[src/hw/wdg_pkg.sv]
package wdg_pkg;
  // ****************************************
  // Register map.
  // ****************************************
  localparam int ADDR_W = 8;
  localparam logic [7:0] ADDR_CFG = 8'h00;
  localparam logic [7:0] ADDR_CLR = 8'h04;
  localparam logic [7:0] ADDR_STAT = 8'h08;
  localparam logic [7:0] ADDR_MASK = 8'h0c;
  localparam logic [7:0] ADDR_CNT = 8'h10;
  // ****************************************
  // Field layout and reset values.
  // ****************************************
  localparam int CFG_SEL_BIT = 0;
  localparam int CFG_PER_LO = 1;
  localparam int CFG_PER_HI = 2;
  localparam int CFG_LOCK_BIT = 3;
  localparam int STAT_TMO_BIT = 0;
  localparam logic [7:0] CLEAR_CODE = 8'h4e;
  localparam logic SEL_RST = 1'b1;
  localparam int PER_W = 2;
  localparam logic [1:0] PER_RST = 2'h3;
  localparam logic [1:0] MASK_RST = 2'h0;
  // ****************************************
  // Counter geometry and timing.
  // ****************************************
  localparam int DIV_W = 20;
  localparam int BIN_W = 2;
  localparam logic [1:0] BIN_TOP = 2'h3;
  localparam int TAP_BASE = 12;
  localparam int TAP_STEP = 2;
  localparam int RST_PULSE_CYC = 16;
  localparam logic [4:0] RST_PULSE = 5'h10;
  typedef logic [PER_W-1:0] wdg_per_t;
  typedef enum logic {WDG_RUN, WDG_RESET} wdg_state_t;
endpackage

[src/hw/wdg_if.sv]
`timescale 1ns/1ps
interface wdg_if;
  import wdg_pkg::*;
  logic hold;
  logic clear;
  logic reinit;
  wdg_per_t per;
  logic ovf;
  logic [BIN_W-1:0] count;
  modport ctl(output hold, output clear, output reinit, output per, input ovf, input count);
  modport cnt(input hold, input clear, input reinit, input per, output ovf, output count);
endinterface

[src/hw/wdg_counter.sv]
`timescale 1ns/1ps
module wdg_counter (
  // Clock and reset.
  input wire logic pclk,
  input wire logic presetn,
  // Control from the register side.
  wdg_if.cnt ctl
);
  import wdg_pkg::*;
  logic [DIV_W-1:0] div;
  logic [BIN_W-1:0] bin;
  logic ovf;
  logic [DIV_W-1:0] next_div;
  logic [BIN_W-1:0] next_bin;
  logic next_ovf;
  logic [DIV_W-1:0] tap_mask;
  logic tick;
  // ****************************************
  // Divider, tap select and binary counter.
  // ****************************************
  always_comb begin
    tap_mask = DIV_W'((1 << (TAP_BASE + TAP_STEP * int'(ctl.per))) - 1);
    tick = !ctl.hold && ((div & tap_mask) == tap_mask);
    next_div = div;
    next_bin = bin;
    next_ovf = 1'b0;
    if (ctl.reinit) begin
      next_div = '0;
      next_bin = '0;
    end else if (!ctl.hold) begin
      next_div = div + 1'b1;
      if (ctl.clear) begin
        next_bin = '0;
      end else if (tick) begin
        next_bin = bin + 1'b1;
        next_ovf = (bin == BIN_TOP);
      end
    end
  end
  always_ff @(posedge pclk or negedge presetn) begin
    if (!presetn) begin
      div <= '0;
      bin <= '0;
      ovf <= 1'b0;
    end else begin
      div <= next_div;
      bin <= next_bin;
      ovf <= next_ovf;
    end
  end
  assign ctl.ovf = ovf;
  assign ctl.count = bin;
  // ****************************************
  // Checks.
  // ****************************************
  property p_hold;
    @(posedge pclk) disable iff (!presetn) (ctl.hold && !ctl.reinit) |=> $stable(div) && $stable(bin);
  endproperty
  a_hold: assert property (p_hold) else $error("count moved while held");
  property p_clear;
    @(posedge pclk) disable iff (!presetn)
      (ctl.clear && !ctl.hold && !ctl.reinit) |=> bin == '0 && div == $past(div) + 1'b1;
  endproperty
  a_clear: assert property (p_clear) else $error("clear touched divider or missed counter");
  property p_ovf;
    @(posedge pclk) disable iff (!presetn) ovf |-> $past(bin) == BIN_TOP && bin == '0;
  endproperty
  a_ovf: assert property (p_ovf) else $error("overflow without counter wrap");
  property p_auto;
    @(posedge pclk) disable iff (!presetn) (!ctl.hold && !ctl.reinit) |=> div != $past(div);
  endproperty
  a_auto: assert property (p_auto) else $error("divider not running");
  property p_tap;
    @(posedge pclk) disable iff (!presetn)
      (bin != $past(bin) && !$past(ctl.clear) && !$past(ctl.reinit)) |-> $past(tick);
  endproperty
  a_tap: assert property (p_tap) else $error("counter stepped off the tap");
endmodule

[src/hw/wdg_top.sv]
`timescale 1ns/1ps
module wdg_top (
  // Clock and reset.
  input wire logic pclk,
  input wire logic presetn,
  // APB slave.
  input wire logic psel,
  input wire logic penable,
  input wire logic pwrite,
  input wire logic [wdg_pkg::ADDR_W-1:0] paddr,
  input wire logic [31:0] pwdata,
  output logic [31:0] prdata,
  output logic pready,
  output logic pslverr,
  // Low-power mode indication.
  input wire logic low_power_hold,
  // Watchdog outputs.
  output logic rst_pin_n,
  output logic guard_timeout_irq,
  output logic irq
);
  import wdg_pkg::*;
  wdg_if wif ();
  wdg_counter u_counter (
    .pclk(pclk),
    .presetn(presetn),
    .ctl(wif.cnt)
  );
  wdg_state_t state;
  wdg_state_t next_state;
  logic timeout_action_select;
  logic next_timeout_action_select;
  logic sel_locked;
  logic next_sel_locked;
  wdg_per_t detection_period_select;
  wdg_per_t next_detection_period_select;
  logic [1:0] stat;
  logic [1:0] next_stat;
  logic [1:0] mask;
  logic [1:0] next_mask;
  logic [4:0] pulse_cnt;
  logic [4:0] next_pulse_cnt;
  logic clear_req;
  logic next_clear_req;
  logic [31:0] next_prdata;
  logic next_pready;
  logic next_pslverr;
  logic next_rst_pin_n;
  logic next_guard_timeout_irq;
  logic next_irq;
  logic access;
  logic wr;
  logic mapped;
  logic tmo_event;
  // ****************************************
  // Counter control.
  // ****************************************
  assign wif.hold = low_power_hold || state == WDG_RESET;
  assign wif.clear = clear_req;
  assign wif.reinit = state == WDG_RESET;
  assign wif.per = detection_period_select;
  // ****************************************
  // Next-state logic.
  // ****************************************
  always_comb begin
    access = psel && penable && pready;
    wr = access && pwrite;
    mapped = paddr == ADDR_CFG || paddr == ADDR_CLR || paddr == ADDR_STAT ||
      paddr == ADDR_MASK || paddr == ADDR_CNT;
    tmo_event = wif.ovf && state == WDG_RUN;
    next_state = state;
    next_timeout_action_select = timeout_action_select;
    next_sel_locked = sel_locked;
    next_detection_period_select = detection_period_select;
    next_stat = stat;
    next_mask = mask;
    next_pulse_cnt = pulse_cnt;
    next_clear_req = 1'b0;
    next_guard_timeout_irq = 1'b0;
    next_pready = psel && !penable && !pready;
    next_pslverr = psel && !penable && !mapped;
    next_prdata = '0;
    if (psel && !penable) begin
      unique case (paddr)
        ADDR_CFG: begin
          next_prdata[CFG_SEL_BIT] = timeout_action_select;
          next_prdata[CFG_PER_HI:CFG_PER_LO] = detection_period_select;
          next_prdata[CFG_LOCK_BIT] = sel_locked;
        end
        ADDR_STAT: next_prdata[1:0] = stat;
        ADDR_MASK: next_prdata[1:0] = mask;
        ADDR_CNT: next_prdata[BIN_W-1:0] = wif.count;
        default: next_prdata = '0;
      endcase
    end
    if (wr && paddr == ADDR_CFG) begin
      next_detection_period_select = pwdata[CFG_PER_HI:CFG_PER_LO];
      if (!sel_locked) begin
        next_timeout_action_select = pwdata[CFG_SEL_BIT];
        next_sel_locked = 1'b1;
      end
    end
    if (wr && paddr == ADDR_CLR && pwdata[7:0] == CLEAR_CODE) begin
      next_clear_req = 1'b1;
    end
    if (wr && paddr == ADDR_MASK) begin
      next_mask = pwdata[1:0];
    end
    if (wr && paddr == ADDR_STAT) begin
      next_stat = stat & ~pwdata[1:0];
    end
    unique case (state)
      WDG_RUN: begin
        if (tmo_event && timeout_action_select) begin
          next_state = WDG_RESET;
          next_pulse_cnt = RST_PULSE;
        end else if (tmo_event) begin
          next_stat[STAT_TMO_BIT] = 1'b1;
          next_guard_timeout_irq = 1'b1;
        end
      end
      WDG_RESET: begin
        next_timeout_action_select = SEL_RST;
        next_sel_locked = 1'b0;
        next_detection_period_select = PER_RST;
        next_stat = '0;
        next_mask = MASK_RST;
        next_pulse_cnt = pulse_cnt - 1'b1;
        if (pulse_cnt == 5'h01) begin
          next_state = WDG_RUN;
        end
      end
    endcase
    next_rst_pin_n = next_state != WDG_RESET;
    next_irq = |(next_stat & next_mask);
  end
  // ****************************************
  // State registers.
  // ****************************************
  always_ff @(posedge pclk or negedge presetn) begin
    if (!presetn) begin
      state <= WDG_RUN;
      timeout_action_select <= SEL_RST;
      sel_locked <= 1'b0;
      detection_period_select <= PER_RST;
      stat <= '0;
      mask <= MASK_RST;
      pulse_cnt <= '0;
      clear_req <= 1'b0;
      prdata <= '0;
      pready <= 1'b0;
      pslverr <= 1'b0;
      rst_pin_n <= 1'b1;
      guard_timeout_irq <= 1'b0;
      irq <= 1'b0;
    end else begin
      state <= next_state;
      timeout_action_select <= next_timeout_action_select;
      sel_locked <= next_sel_locked;
      detection_period_select <= next_detection_period_select;
      stat <= next_stat;
      mask <= next_mask;
      pulse_cnt <= next_pulse_cnt;
      clear_req <= next_clear_req;
      prdata <= next_prdata;
      pready <= next_pready;
      pslverr <= next_pslverr;
      rst_pin_n <= next_rst_pin_n;
      guard_timeout_irq <= next_guard_timeout_irq;
      irq <= next_irq;
    end
  end
  // ****************************************
  // Checks.
  // ****************************************
  property p_lock;
    @(posedge pclk) disable iff (!presetn)
      (sel_locked && state == WDG_RUN && !wif.ovf) |=> $stable(timeout_action_select);
  endproperty
  a_lock: assert property (p_lock) else $error("locked selector changed");
  property p_default;
    @(posedge pclk) disable iff (!presetn)
      state == WDG_RESET |=> timeout_action_select == SEL_RST && !sel_locked;
  endproperty
  a_default: assert property (p_default) else $error("selector not restored");
  property p_reset_pin;
    @(posedge pclk) disable iff (!presetn)
      (wif.ovf && state == WDG_RUN && timeout_action_select) |=> !rst_pin_n [*8];
  endproperty
  a_reset_pin: assert property (p_reset_pin) else $error("reset pin not driven low");
  property p_int;
    @(posedge pclk) disable iff (!presetn)
      (wif.ovf && state == WDG_RUN && !timeout_action_select) |=>
        stat[STAT_TMO_BIT] && guard_timeout_irq && rst_pin_n;
  endproperty
  a_int: assert property (p_int) else $error("interrupt not raised");
  property p_irq;
    @(posedge pclk) disable iff (!presetn) irq == |(stat & mask);
  endproperty
  a_irq: assert property (p_irq) else $error("irq level wrong");
  property p_clr_code;
    @(posedge pclk) disable iff (!presetn)
      (wr && paddr == ADDR_CLR && pwdata[7:0] == CLEAR_CODE) |=> clear_req;
  endproperty
  a_clr_code: assert property (p_clr_code) else $error("clear code ignored");
  // ****************************************
  // Checks on selector, period, pin, status and counter.
  // ****************************************
  property p_lock_set;
    @(posedge pclk) disable iff (!presetn)
      (wr && paddr == ADDR_CFG && state == WDG_RUN) |=> sel_locked;
  endproperty
  a_lock_set: assert property (p_lock_set) else $error("selector not locked by write");
  property p_lock_keep;
    @(posedge pclk) disable iff (!presetn)
      (sel_locked && state == WDG_RUN) |=> sel_locked;
  endproperty
  a_lock_keep: assert property (p_lock_keep) else $error("selector lock dropped");
  property p_sel_ignored;
    @(posedge pclk) disable iff (!presetn)
      (wr && paddr == ADDR_CFG && sel_locked && state == WDG_RUN) |=> $stable(timeout_action_select);
  endproperty
  a_sel_ignored: assert property (p_sel_ignored) else $error("late selector write took");
  property p_rise_default;
    @(posedge pclk) disable iff (!presetn)
      $rose(rst_pin_n) |-> timeout_action_select == SEL_RST && !sel_locked;
  endproperty
  a_rise_default: assert property (p_rise_default) else $error("selector not default");
  property p_per_default;
    @(posedge pclk) disable iff (!presetn)
      $rose(rst_pin_n) |-> detection_period_select == PER_RST;
  endproperty
  a_per_default: assert property (p_per_default) else $error("period not default");
  property p_per_write;
    @(posedge pclk) disable iff (!presetn)
      (wr && paddr == ADDR_CFG && state == WDG_RUN) |=>
        detection_period_select == $past(pwdata[CFG_PER_HI:CFG_PER_LO]);
  endproperty
  a_per_write: assert property (p_per_write) else $error("period write lost");
  property p_pin_start;
    @(posedge pclk) disable iff (!presetn)
      $fell(rst_pin_n) |-> pulse_cnt == RST_PULSE && state == WDG_RESET;
  endproperty
  a_pin_start: assert property (p_pin_start) else $error("reset pulse length not loaded");
  property p_pin_end;
    @(posedge pclk) disable iff (!presetn)
      (state == WDG_RESET && pulse_cnt == 5'h01) |=> rst_pin_n && state == WDG_RUN;
  endproperty
  a_pin_end: assert property (p_pin_end) else $error("reset pulse did not end");
  property p_pin_only_rst;
    @(posedge pclk) disable iff (!presetn)
      !rst_pin_n |-> state == WDG_RESET;
  endproperty
  a_pin_only_rst: assert property (p_pin_only_rst) else $error("reset pin low while running");
  property p_reinit;
    @(posedge pclk) disable iff (!presetn)
      state == WDG_RESET |=> wif.count == '0;
  endproperty
  a_reinit: assert property (p_reinit) else $error("counter not reinitialised");
  property p_tmo_act;
    @(posedge pclk) disable iff (!presetn)
      tmo_event |=> !rst_pin_n || guard_timeout_irq;
  endproperty
  a_tmo_act: assert property (p_tmo_act) else $error("overflow raised no output");
  property p_irq_pulse;
    @(posedge pclk) disable iff (!presetn)
      guard_timeout_irq |=> !guard_timeout_irq;
  endproperty
  a_irq_pulse: assert property (p_irq_pulse) else $error("timeout pulse too long");
  property p_irq_stat;
    @(posedge pclk) disable iff (!presetn)
      guard_timeout_irq |-> stat[STAT_TMO_BIT] && rst_pin_n;
  endproperty
  a_irq_stat: assert property (p_irq_stat) else $error("timeout pulse without status");
  property p_stat_w1c;
    @(posedge pclk) disable iff (!presetn)
      (wr && paddr == ADDR_STAT && pwdata[STAT_TMO_BIT] && !tmo_event && state == WDG_RUN) |=>
        !stat[STAT_TMO_BIT];
  endproperty
  a_stat_w1c: assert property (p_stat_w1c) else $error("status not cleared by one");
  property p_stat_sticky;
    @(posedge pclk) disable iff (!presetn)
      (stat[STAT_TMO_BIT] && !(wr && paddr == ADDR_STAT) && state == WDG_RUN) |=>
        stat[STAT_TMO_BIT];
  endproperty
  a_stat_sticky: assert property (p_stat_sticky) else $error("status bit lost");
  property p_irq_level;
    @(posedge pclk) disable iff (!presetn)
      (stat[STAT_TMO_BIT] && mask[STAT_TMO_BIT]) |-> irq;
  endproperty
  a_irq_level: assert property (p_irq_level) else $error("unmasked status without irq");
  property p_clr_hits;
    @(posedge pclk) disable iff (!presetn)
      (clear_req && !low_power_hold && state == WDG_RUN) |=> wif.count == '0;
  endproperty
  a_clr_hits: assert property (p_clr_hits) else $error("clear request missed counter");
  property p_hold_top;
    @(posedge pclk) disable iff (!presetn)
      (low_power_hold && state == WDG_RUN) |=> $stable(wif.count);
  endproperty
  a_hold_top: assert property (p_hold_top) else $error("count moved in low power");
endmodule

[config.mk]
export PLATFORM = sky130hd
export DESIGN_NAME = wdg_top
export DESIGN_NICKNAME = d
export VERILOG_FILES = /design/src/hw/wdg_pkg.sv /design/src/hw/wdg_if.sv /design/src/hw/wdg_counter.sv /design/src/hw/wdg_top.sv
export SDC_FILE = /design/constraint.sdc
export NUM_CORES = 1
export LEC_CHECK = 0
export ABC_CLOCK_PERIOD_IN_PS = 5500
export BUFFER_PORTS_ARGS = -buffer_cell sky130_fd_sc_hd__buf_4
export CAP_MARGIN = 20
export CORE_ASPECT_RATIO = 2
export CORE_UTILIZATION = 45
export CTS_CLUSTER_SIZE = 8
export DETAILED_ROUTE_END_ITERATION = 8
export GPL_ROUTABILITY_DRIVEN = 0
export PLACE_DENSITY = 0.78
export SYNTH_ARGS = -nofsm -noshare
export SYNTH_HDL_FRONTEND = slang
export SYNTH_HIERARCHICAL = 1
export SYNTH_SLANG_ARGS = --single-unit
[constraint.sdc]
create_clock -name pclk -period 5.5 [get_ports pclk]
set_input_delay 0.275 -clock pclk [delete_from_list [all_inputs] [get_ports pclk]]
set_output_delay 0.275 -clock pclk [all_outputs]
set_load 0.01 [all_outputs]
==> impl_results.md, run 1 <==
- Die width: ~55 um
- Startpoint types: flop
- WP buf/inv: 1
- Int Pwr: 564 uW
- Net Sw Frac: between 20% and 30%
- Max-cap violations: 0
- Net Sw Power: 231 uW
- Die height: between 100 and 150 um
- FF-to-FF Start: state
- Top delay family on crit path: simple AND/OR/NAND/NOR gates
- Yosys cell types: 50
- Slowest stage delay, CP: between 0.5 and 0.6 ns
- Largest net degree at the start of global routing: 46
- Root Buffer: clkbuf_8
- Routed via count: about 1900
- M2 GR Usage: a little over a third
- Worst-path cell chain: buf_4 > or2_2 > nor2b_4 > or3_1 > or4_1 > a21oi_1
- Layout filler cell count: around 500
- Min Tclk post-route: between 2 and 3 ns
- Least-Margin Pin Slew: approximately 0.56 ns
- Input/output buffers: 30
- Maximum VDD drop: approximately 0.21 mV
- Initial DRC count: between 40 and 50
- WP data required: 5.72 ns
- Critical path fanouts, max: 39
- Initial antenna violation count: 0
- Power Density: 282 nW/um^2
- Post-Synthesis Cells: between 200 and 300
- LEAKAGE: around 0.0013 uW
- # IOs: between 80 and 90
- Fin Clk Skew: 0.00983 ns
- Critical path arrival: roughly 2.7 ns
- Worst reg2reg setup slack: 2.98 ns
- Hold crit path type: in -> reg
- #FFs+latches synth: 45
- Layout cells sized above 1: between 10% and 20%
- Clk_lat worst skew: approximately 0.30 ns
- Slowest cell on the critical path: or4_1
- Row cnt: 38
- Die ar.: 6040 sq um
- Ys async rst share: between 90% and 100%
- Wire per inst: about 14 um
- Met3 Usage GRT: under 10%
- TritonCTS Sinks: 45
- CTS H-tree lvls: 2
- Post-route ant nets: 0
- Synth warn: 6
- Pre-antenna DRT Iters: 4
- Most frequent cells in the layout: 41 x dfrtp_1, 31 x buf_4, 28 x conb_1
- Gr busiest metal: met2
- Vias in the first global route: 1895
- Post-DP HPWL: approximately 3600 um
- Commonest non-fill, non-tap cell in the layout: dfrtp_1
- Post-synthesis sequential area ratio: 43.9%
- WHS Endpoint: clear_req
- Met1 usage: between 15 and 20%
- FF-to-FF End: u_counter/div[17]
- Clk buf depth: 2
- Finish-stage setup viols: 0
- Global-route wire length before repair: just over 8000 um
- Initial core utilization: between 40 and 50%
- Hold Vio Cnt, Final: 0
- Gr usage total: between 10% and 20%
- # diodes: 0
- CTS tree: done
- Avg Inst Size Synth: a little under 10 sq um
- Grt ovf: 0
- Final std cells w/o fill: 350
- Path length in cells of the critical path: 6
- Nets: 340
- Number of synthesized flops with an enable pin: 0
- Total routed wirelength: about 4800 um
- DR vias/cell: between 5 and 6
- Num CTS Buffers: 5
- Hold path depth: 3
- Slew Limit Headroom: between 60% and 70%
- Worst Reg-to-Reg Cells: 6
- Drt drc: 0
- Fin crit share: 45.7%
- FMAX: 0.398 GHz
- Kind of critical path: reg -> reg
- Combinational Power Share: 17.4%
- Cell Area, Synth: around 2600 sq um
- Clk pwr share: between 30% and 40%
- Setup TNS: 0 ns
- Top FF cell, synth: dfrtp_1
- Inst Count DP: 341
- Crit. End Element: flop
- Status: complete, no violations
- Flop pwr share: 51.9%
- Clk slew on worst S/H paths: around 0.09 ns
- Hold wc startpoint: pwdata[6]
- Area delta synth->final: 9.48%
- Pins Over Slew Limit: 0
- Core box area: 5470 sq um
- RSZ-0062 raised after global routing: false
==> cell type report <==
cell class                 instances  area (sq um)  area share [%]
clock buffer                       6          72.6            2.58
sequential                        45          1130            40.1
multi-input combinational        192          1210            43.0
timing repair buffer              32           243            8.61
inverter                          13          48.8            1.73
tap                               60          75.1            2.66
clock inverter                     2          35.0            1.24
==> worst max path at each step <==
stage,from,to,slack [ns]
6_report,state,u_counter/div[17],2.98
5_1_grt,state,u_counter/div[15],2.88
4_1_cts,state,u_counter/div[17],2.99
3_5_place_dp,state,u_counter/div[17],3.00
3_3_place_gp,state,u_counter/div[17],3.04
2_1_floorplan,state,u_counter/div[17],3.14
==> what timing repair did <==
item                                   CTS  global route
endpoints found under the hold margin   41             0
gates resized for setup                  0             0
hold buffers                             1             0
setup buffers                            0             0
==> through the flow <==
step	worst slack (ns)	instance area, sq um	hold WS [ns]	utilization [%]	power (uW)
2_1_floorplan	3.14	2680	-0.0206	-	525
3_3_place_gp	3.04	2700	0.306	49.4	549
3_5_place_dp	3.00	2700	0.305	49.4	557
4_1_cts	2.99	2820	0.210	51.5	803
5_1_grt	2.88	2820	0.244	51.5	839
6_report	2.98	2820	0.221	51.5	795
==> flip-flops by register name, indices dropped and copies added, names as in the netlist, 2 cells and up <==
signal / cells
u_counter/div: 18
stat: 2
prdata: 4
mask: 2
pulse_cnt: 5
detection_period_select: 2
u_counter/ctl.count: 2
==> cells by family (layout without fill, tap and decap cells) <==
group | after synthesis | after routing | share of synthesized area [%]
other | 1 | 28 | 0.146
buffers and inverters | 51 | 53 | 12.9
AOI/OAI and AO/OA | 37 | 37 | 9.53
muxes | 8 | 8 | 3.11
adders and majority gates | 5 | 5 | 2.43
DFF | 45 | 45 | 43.9
and+or+nand+nor | 103 | 103 | 24.2
xor gates and xnor gates | 11 | 11 | 3.74
==> synth_stat cells (6+ instances only) <==
| cell | instances | area, sq um |
|---|---|---|
| mux2i_1 | 8 | 80.1 |
| inv_1 | 13 | 48.8 |
| a21oi_1 | 12 | 60.1 |
| nor4_1 | 9 | 56.3 |
| dfrtp_1 | 41 | 1030 |
| nor3_1 | 6 | 30.0 |
| buf_4 | 28 | 210 |
| xnor2_1 | 9 | 78.8 |
| nor2_1 | 23 | 86.3 |
| nand3_1 | 7 | 35.0 |
| nand2_1 | 14 | 52.6 |
==> power by group through the flow <==
stage / Combinational, uW / Clock (uW) / Sequential, uW
floorplan: 116 / 0 / 409
global placement: 134 / 0 / 416
detailed placement: 139 / 0 / 418
CTS: 141 / 250 / 412
global route: 157 / 264 / 417
finish: 139 / 244 / 413
==> tightest hold or removal path: cells and delay by family <==
kind | cells | cell delay [ns]
buffers and inverters | 1 | 0.11
AND/OR/NAND/NOR | 2 | 0.11
==> routing by layer <==
layer	vias up	share of wire, %
met5	-	0
met3	10	2.7
li1	918	-
met2	44	59
met1	937	35
met4	0	2.6
No activity file was read; power rests on OpenSTA's default activity.
==> run 2: changes to the inputs <==
- ABC_CLOCK_PERIOD_IN_PS: 5500 -> 2600
- clock period: 5.5 -> 2.6 ns (I/O delays scaled with it)
==> impl_results.md, run 2 (same netlist as run 1, synthesis figures left out) <==
- Nets: between 300 and 400
- Pwr Total: 1690 uW
- Die ar.: slightly above 6000 sq um
- Clk pwr share: between 30% and 40%
- Global-route wire length before repair: roughly 8000 um
- Flop pwr share: about 52%
- # diodes: 0
- Clk buf depth: 2
- Hold Vio Cnt, Final: 0
- CTS H-tree lvls: 2
- DR vias/cell: approximately 5.4
- Critical path arrival: 2.52 ns
- Power Density: ~600 nW/um^2
- Root Buffer: clkbuf_8
- Layout cells sized above 1: a little under a fifth
- Initial antenna violation count: 0
- Maximum VDD drop: roughly 0.5 mV
- # IOs: 83
- Die height: roughly 110 um
- Net Sw Frac: between 20% and 30%
- Setup TNS: 0 ns
- Die width: 55.5 um
- Crit. End Element: flop
- Clk slew on worst S/H paths: 0.09 ns
- Wire per inst: 13.9 um
- Pins Over Slew Limit: 0
- Commonest non-fill, non-tap cell in the layout: dfrtp_1
- Hold crit path type: in -> reg
- Least-Margin Pin Slew: between 0.5 and 0.6 ns
- RSZ-0062 raised after global routing: false
- CTS tree: done
- Combinational Power Share: 17.6%
- FMAX: approximately 0.44 GHz
- Gr usage total: 16.9%
- Input/output buffers: 30
- Vias in the first global route: ~1900
- Grt ovf: 0
- Slew Limit Headroom: a little over 60%
- Drt drc: 0
- Fin crit share: 88.3%
- Dpl ws: around 0.33 ns
- Utilization after layout: between 50% and 60%
- WP data required: between 2 and 3 ns
- Core box area: between 5000 and 6000 sq um
- Startpoint types: flop
- Final worst setup slack: a little over 0.3 ns
- Post-DP HPWL: ~3600 um
- Total routed wirelength: around 4900 um
- Status: complete, no violations
- Num CTS Buffers: 5
- Initial DRC count: 50
- Area of placed instances: roughly 2700 sq um
- Most frequent cells in the layout: 41 x dfrtp_1, 32 x buf_4, 28 x conb_1
- Area delta synth->final: 9.77%
- Critical path fanouts, max: 10
- Max reg flops: 18
- Finish-stage setup viols: 0
- Net Sw Power: 490 uW
- LEAKAGE: ~0.0013 uW
- Largest net degree at the start of global routing: 46
- Min Tclk post-route: 2.30 ns
- Max-cap violations: 0
- Kind of critical path: reg -> reg
- TritonCTS Sinks: 45
- Fin Clk Skew: 0.0121 ns
- Int Pwr: roughly 1200 uW
- Largest Register: u_counter/div
- Registers with the most flip-flops: u_counter/div x18, pulse_cnt x5, prdata x4
- Fin area: between 2000 and 3000 sq um
- Clk_lat worst skew: about 0.30 ns
- Initial core utilization: approximately 47%
- Routed via count: about 1900
- Pre-antenna DRT Iters: 4
- Post-route ant nets: 0
- Setup Fix Bufs, Post-CTS: 0
- Row cnt: 38
run 2: changes by cell type in the layout (fill, tap and decap cells not counted):
cell and delta:
buf_4 +1
run 2: worst max-delay path: stages, from the launching register on:
cell	delay, ns
dfrtp_1	0.45
or2_2	0.42
nor2b_4	0.20
or3_1	0.48
or4_1	0.54
a21oi_1	0.15
run 2: timing repair:
action                                 4_1_cts  5_1_grt
resized for setup                            0        0
endpoints found under the hold margin       41        0
hold buffers                                 1        0
run 2: path summary, 6_finish.rpt:
kind / slack (ns) / depth (start not counted) / start / endpoint
worst max-delay path: 0.30 / 5 / state / u_counter/div[17]
worst min-delay path: 0.07 / 3 / pwdata[6] / clear_req
worst max register to register: 0.30 / 5 / state / u_counter/div[17]
worst min register to register: 0.46 / 1 / pready / pready
max in group asynchronous: 1.83 / 2 / presetn / u_counter/div[5]
min in group asynchronous: 0.37 / 2 / presetn / clear_req
run 2: metal layers:
metal  wire length [um]  GRT usage [%]  part of all wire [%]
met1               1770           14.9                    36
met2               2870           35.4                    59
met3                137           2.85                   2.8
met4                 82           7.86                   1.7
met5                  0              0                     0
run 2: area by class of cell:
class                           count  area (sq um)
Clock inverter                      2          35.0
Timing Repair Buffer               33           250
Fill cell                         493          2640
Clock buffer                        6          72.6
Tap cell                           60          75.1
Inverter                           13          48.8
Multi-Input combinational cell    192          1210
Sequential cell                    45          1130
run 2: power groups by stage:
stage | combinational, uW | clock [uW] | sequential [uW]
finish | 298 | 520 | 872
CTS | 303 | 531 | 869
global route | 340 | 558 | 885
global placement | 291 | 0 | 879
floorplan | 245 | 0 | 865
detailed placement | 299 | 0 | 882
run 2: metrics by stage:
stage | std cells | hold slack, ns
3_5_place_dp | 342 | 0.163
6_report | 351 | 0.0683
2_1_floorplan | 288 | -0.166
4_1_cts | 351 | 0.0669
3_3_place_gp | 342 | 0.162
5_1_grt | 351 | 0.0754
==> run 3: changes to the inputs <==
- PLACE_DENSITY: 0.78 -> default
- PLACE_DENSITY_LB_ADDON: default -> 0.12
- REMOVE_ABC_BUFFERS: default -> 1
==> impl_results.md, run 3 (same netlist as run 1, synthesis figures left out) <==
- Status: complete, no violations
- Die ar.: ~6000 sq um
- M2 GR Usage: a little under a third
- Vias in the first global route: between 1500 and 2000
- Area of the multi-input gates: around 1200 sq um
- Max-cap violations: 0
- Met3 Usage GRT: under 10%
- Maximum VDD drop: 0.541 mV
- Nets: 340
- Final worst setup slack: between 0.3 and 0.4 ns
- Fin Clk Skew: between 0.002 and 0.003 ns
- Kind of critical path: reg -> reg
- Area of placed instances: 2700 sq um
- Slowest stage delay, CP: approximately 0.54 ns
- Int Pwr: ~1100 uW
- DR vias/cell: about 5.2
- Layout filler cell count: between 500 and 600
- Global-route wire length before repair: 8270 um
- WP data required: roughly 2.8 ns
- Largest net degree at the start of global routing: 46
- RSZ-0062 raised after global routing: false
- Area occupied by registers: between 1000 and 1500 sq um
- Wire per inst: ~14 um
- Input/output buffers: 30
- Utilization after layout: between 50% and 60%
- Layout cells sized above 1: 18.6%
- Commonest non-fill, non-tap cell in the layout: dfrtp_1
- Die width: around 55 um
- Gr usage total: 17.7%
- Max reg flops: 18
- Most frequent cells in the layout: 41 x dfrtp_1, 31 x buf_4, 28 x conb_1
- Initial DRC count: 38
- Inst Count DP: roughly 340
- TritonCTS Sinks: 45
- Setup TNS: 0 ns
- CTS tree: done
- Worst reg2reg setup slack: between 0.3 and 0.4 ns
- Crit. End Element: flop
- Total routed wirelength: ~4800 um
- Slowest cell on the critical path: or4_1
- Gr busiest metal: met2
- Flop pwr share: about 53%
- Post-CTS Resized: 0
- Largest Register: u_counter/div
- Post-route ant nets: 0
- Net Sw Frac: 29.6%
- Drt drc: 0
- Net Sw Power: ~480 uW
- # diodes: 0
- Initial antenna violation count: 0
- Row cnt: 38
- Post-DP HPWL: around 3500 um
- Root Buffer: clkbuf_8
- Registers with the most flip-flops: u_counter/div x18, pulse_cnt x5, prdata x4
- CTS H-tree lvls: 2
- Combinational Power Share: 17.7%
- Critical path arrival: around 2.5 ns
- # IOs: 83
- Grt ovf: 0
- Power Density: 580 nW/um^2
- Hold Vio Cnt, Final: 0
- Min Tclk post-route: approximately 2.3 ns
- Core box area: ~5500 sq um
- Met1 usage: between 15 and 20%
- Pre-antenna DRT Iters: 4
- Least-Margin Pin Slew: roughly 0.56 ns
- Worst-path cell chain: or2_2 > nor2b_4 > or3_1 > or4_1 > a21oi_1
- Num CTS Buffers: 5
- Finish-stage setup viols: 0
- Die height: about 110 um
- LEAKAGE: 0.00130 uW
- Fin area: ~2800 sq um
- Fin crit share: ~87%
- Initial core utilization: 47.1%
- Critical path fanouts, max: 10
- Dpl ws: approximately 0.35 ns
- Clk_lat worst skew: 0.30 ns
- Clk pwr share: around 29%
- Area delta synth->final: 9.24%
- Clk buf depth: 2
- Routed via count: ~1800
- FMAX: about 0.44 GHz
- Startpoint types: flop
- Pins Over Slew Limit: 0
- Clk slew on worst S/H paths: approximately 0.08 ns
- Slew Limit Headroom: a little over three fifths
- Hold crit path type: in -> reg
- Final std cells w/o fill: 350
## run 3: per-layer routing
metal	vias up	part of all wire, %
met5	-	0
met4	0	2.5
met3	10	3.1
met2	51	54
met1	853	41
li1	918	-
## run 3: through the flow
stage                     power [uW]  hold slack (ns)
after floorplan                 1070           -0.166
after global placement          1160            0.172
final                           1630           0.0790
after detailed placement        1170            0.169
after CTS                       1650           0.0669
after global routing            1730           0.0661
## run 3: power by group through the flow
stage,combinational [uW],clock (uW),sequential (uW)
floorplan,202,0,865
global placement,282,0,878
detailed placement,289,0,881
CTS,291,491,868
global route,329,517,884
finish,288,474,869
## run 3: critical path: cells and delay by family (launching register included)
kind	cells	cell delay, ns
simple gates	4	1.63
flops	1	0.41
compound gates	1	0.15
## run 3: layout make-up
cell class	count	area share, %
Clock buffer	7	3.43
Clock inverter	1	0.178
Inverter	13	1.74
Multi-Input combinational cell	192	43.1
Sequential cell	45	40.2
Tap cell	60	2.67
Timing Repair Buffer	32	8.63
## run 3: worst paths after layout
| path | startpoint | to | cells after the start |
|---|---|---|---|
| hold / removal | pwdata[0] | timeout_action_select | 2 |
| min in group asynchronous | presetn | pulse_cnt[1] | 2 |
| setup / recovery | state | u_counter/div[17] | 5 |
| hold reg to reg | pready | pready | 1 |
| setup reg to reg | state | u_counter/div[17] | 5 |
| max in group asynchronous | presetn | detection_period_select[0] | 2 |
## run 3: what timing repair did
| item | 4_1_cts | 5_1_grt |
|---|---|---|
| hold buffers | 1 | 0 |
| endpoints found under the setup margin | 0 | 0 |
| hold endpoints to repair | 41 | 0 |
| setup buffers | 0 | 0 |
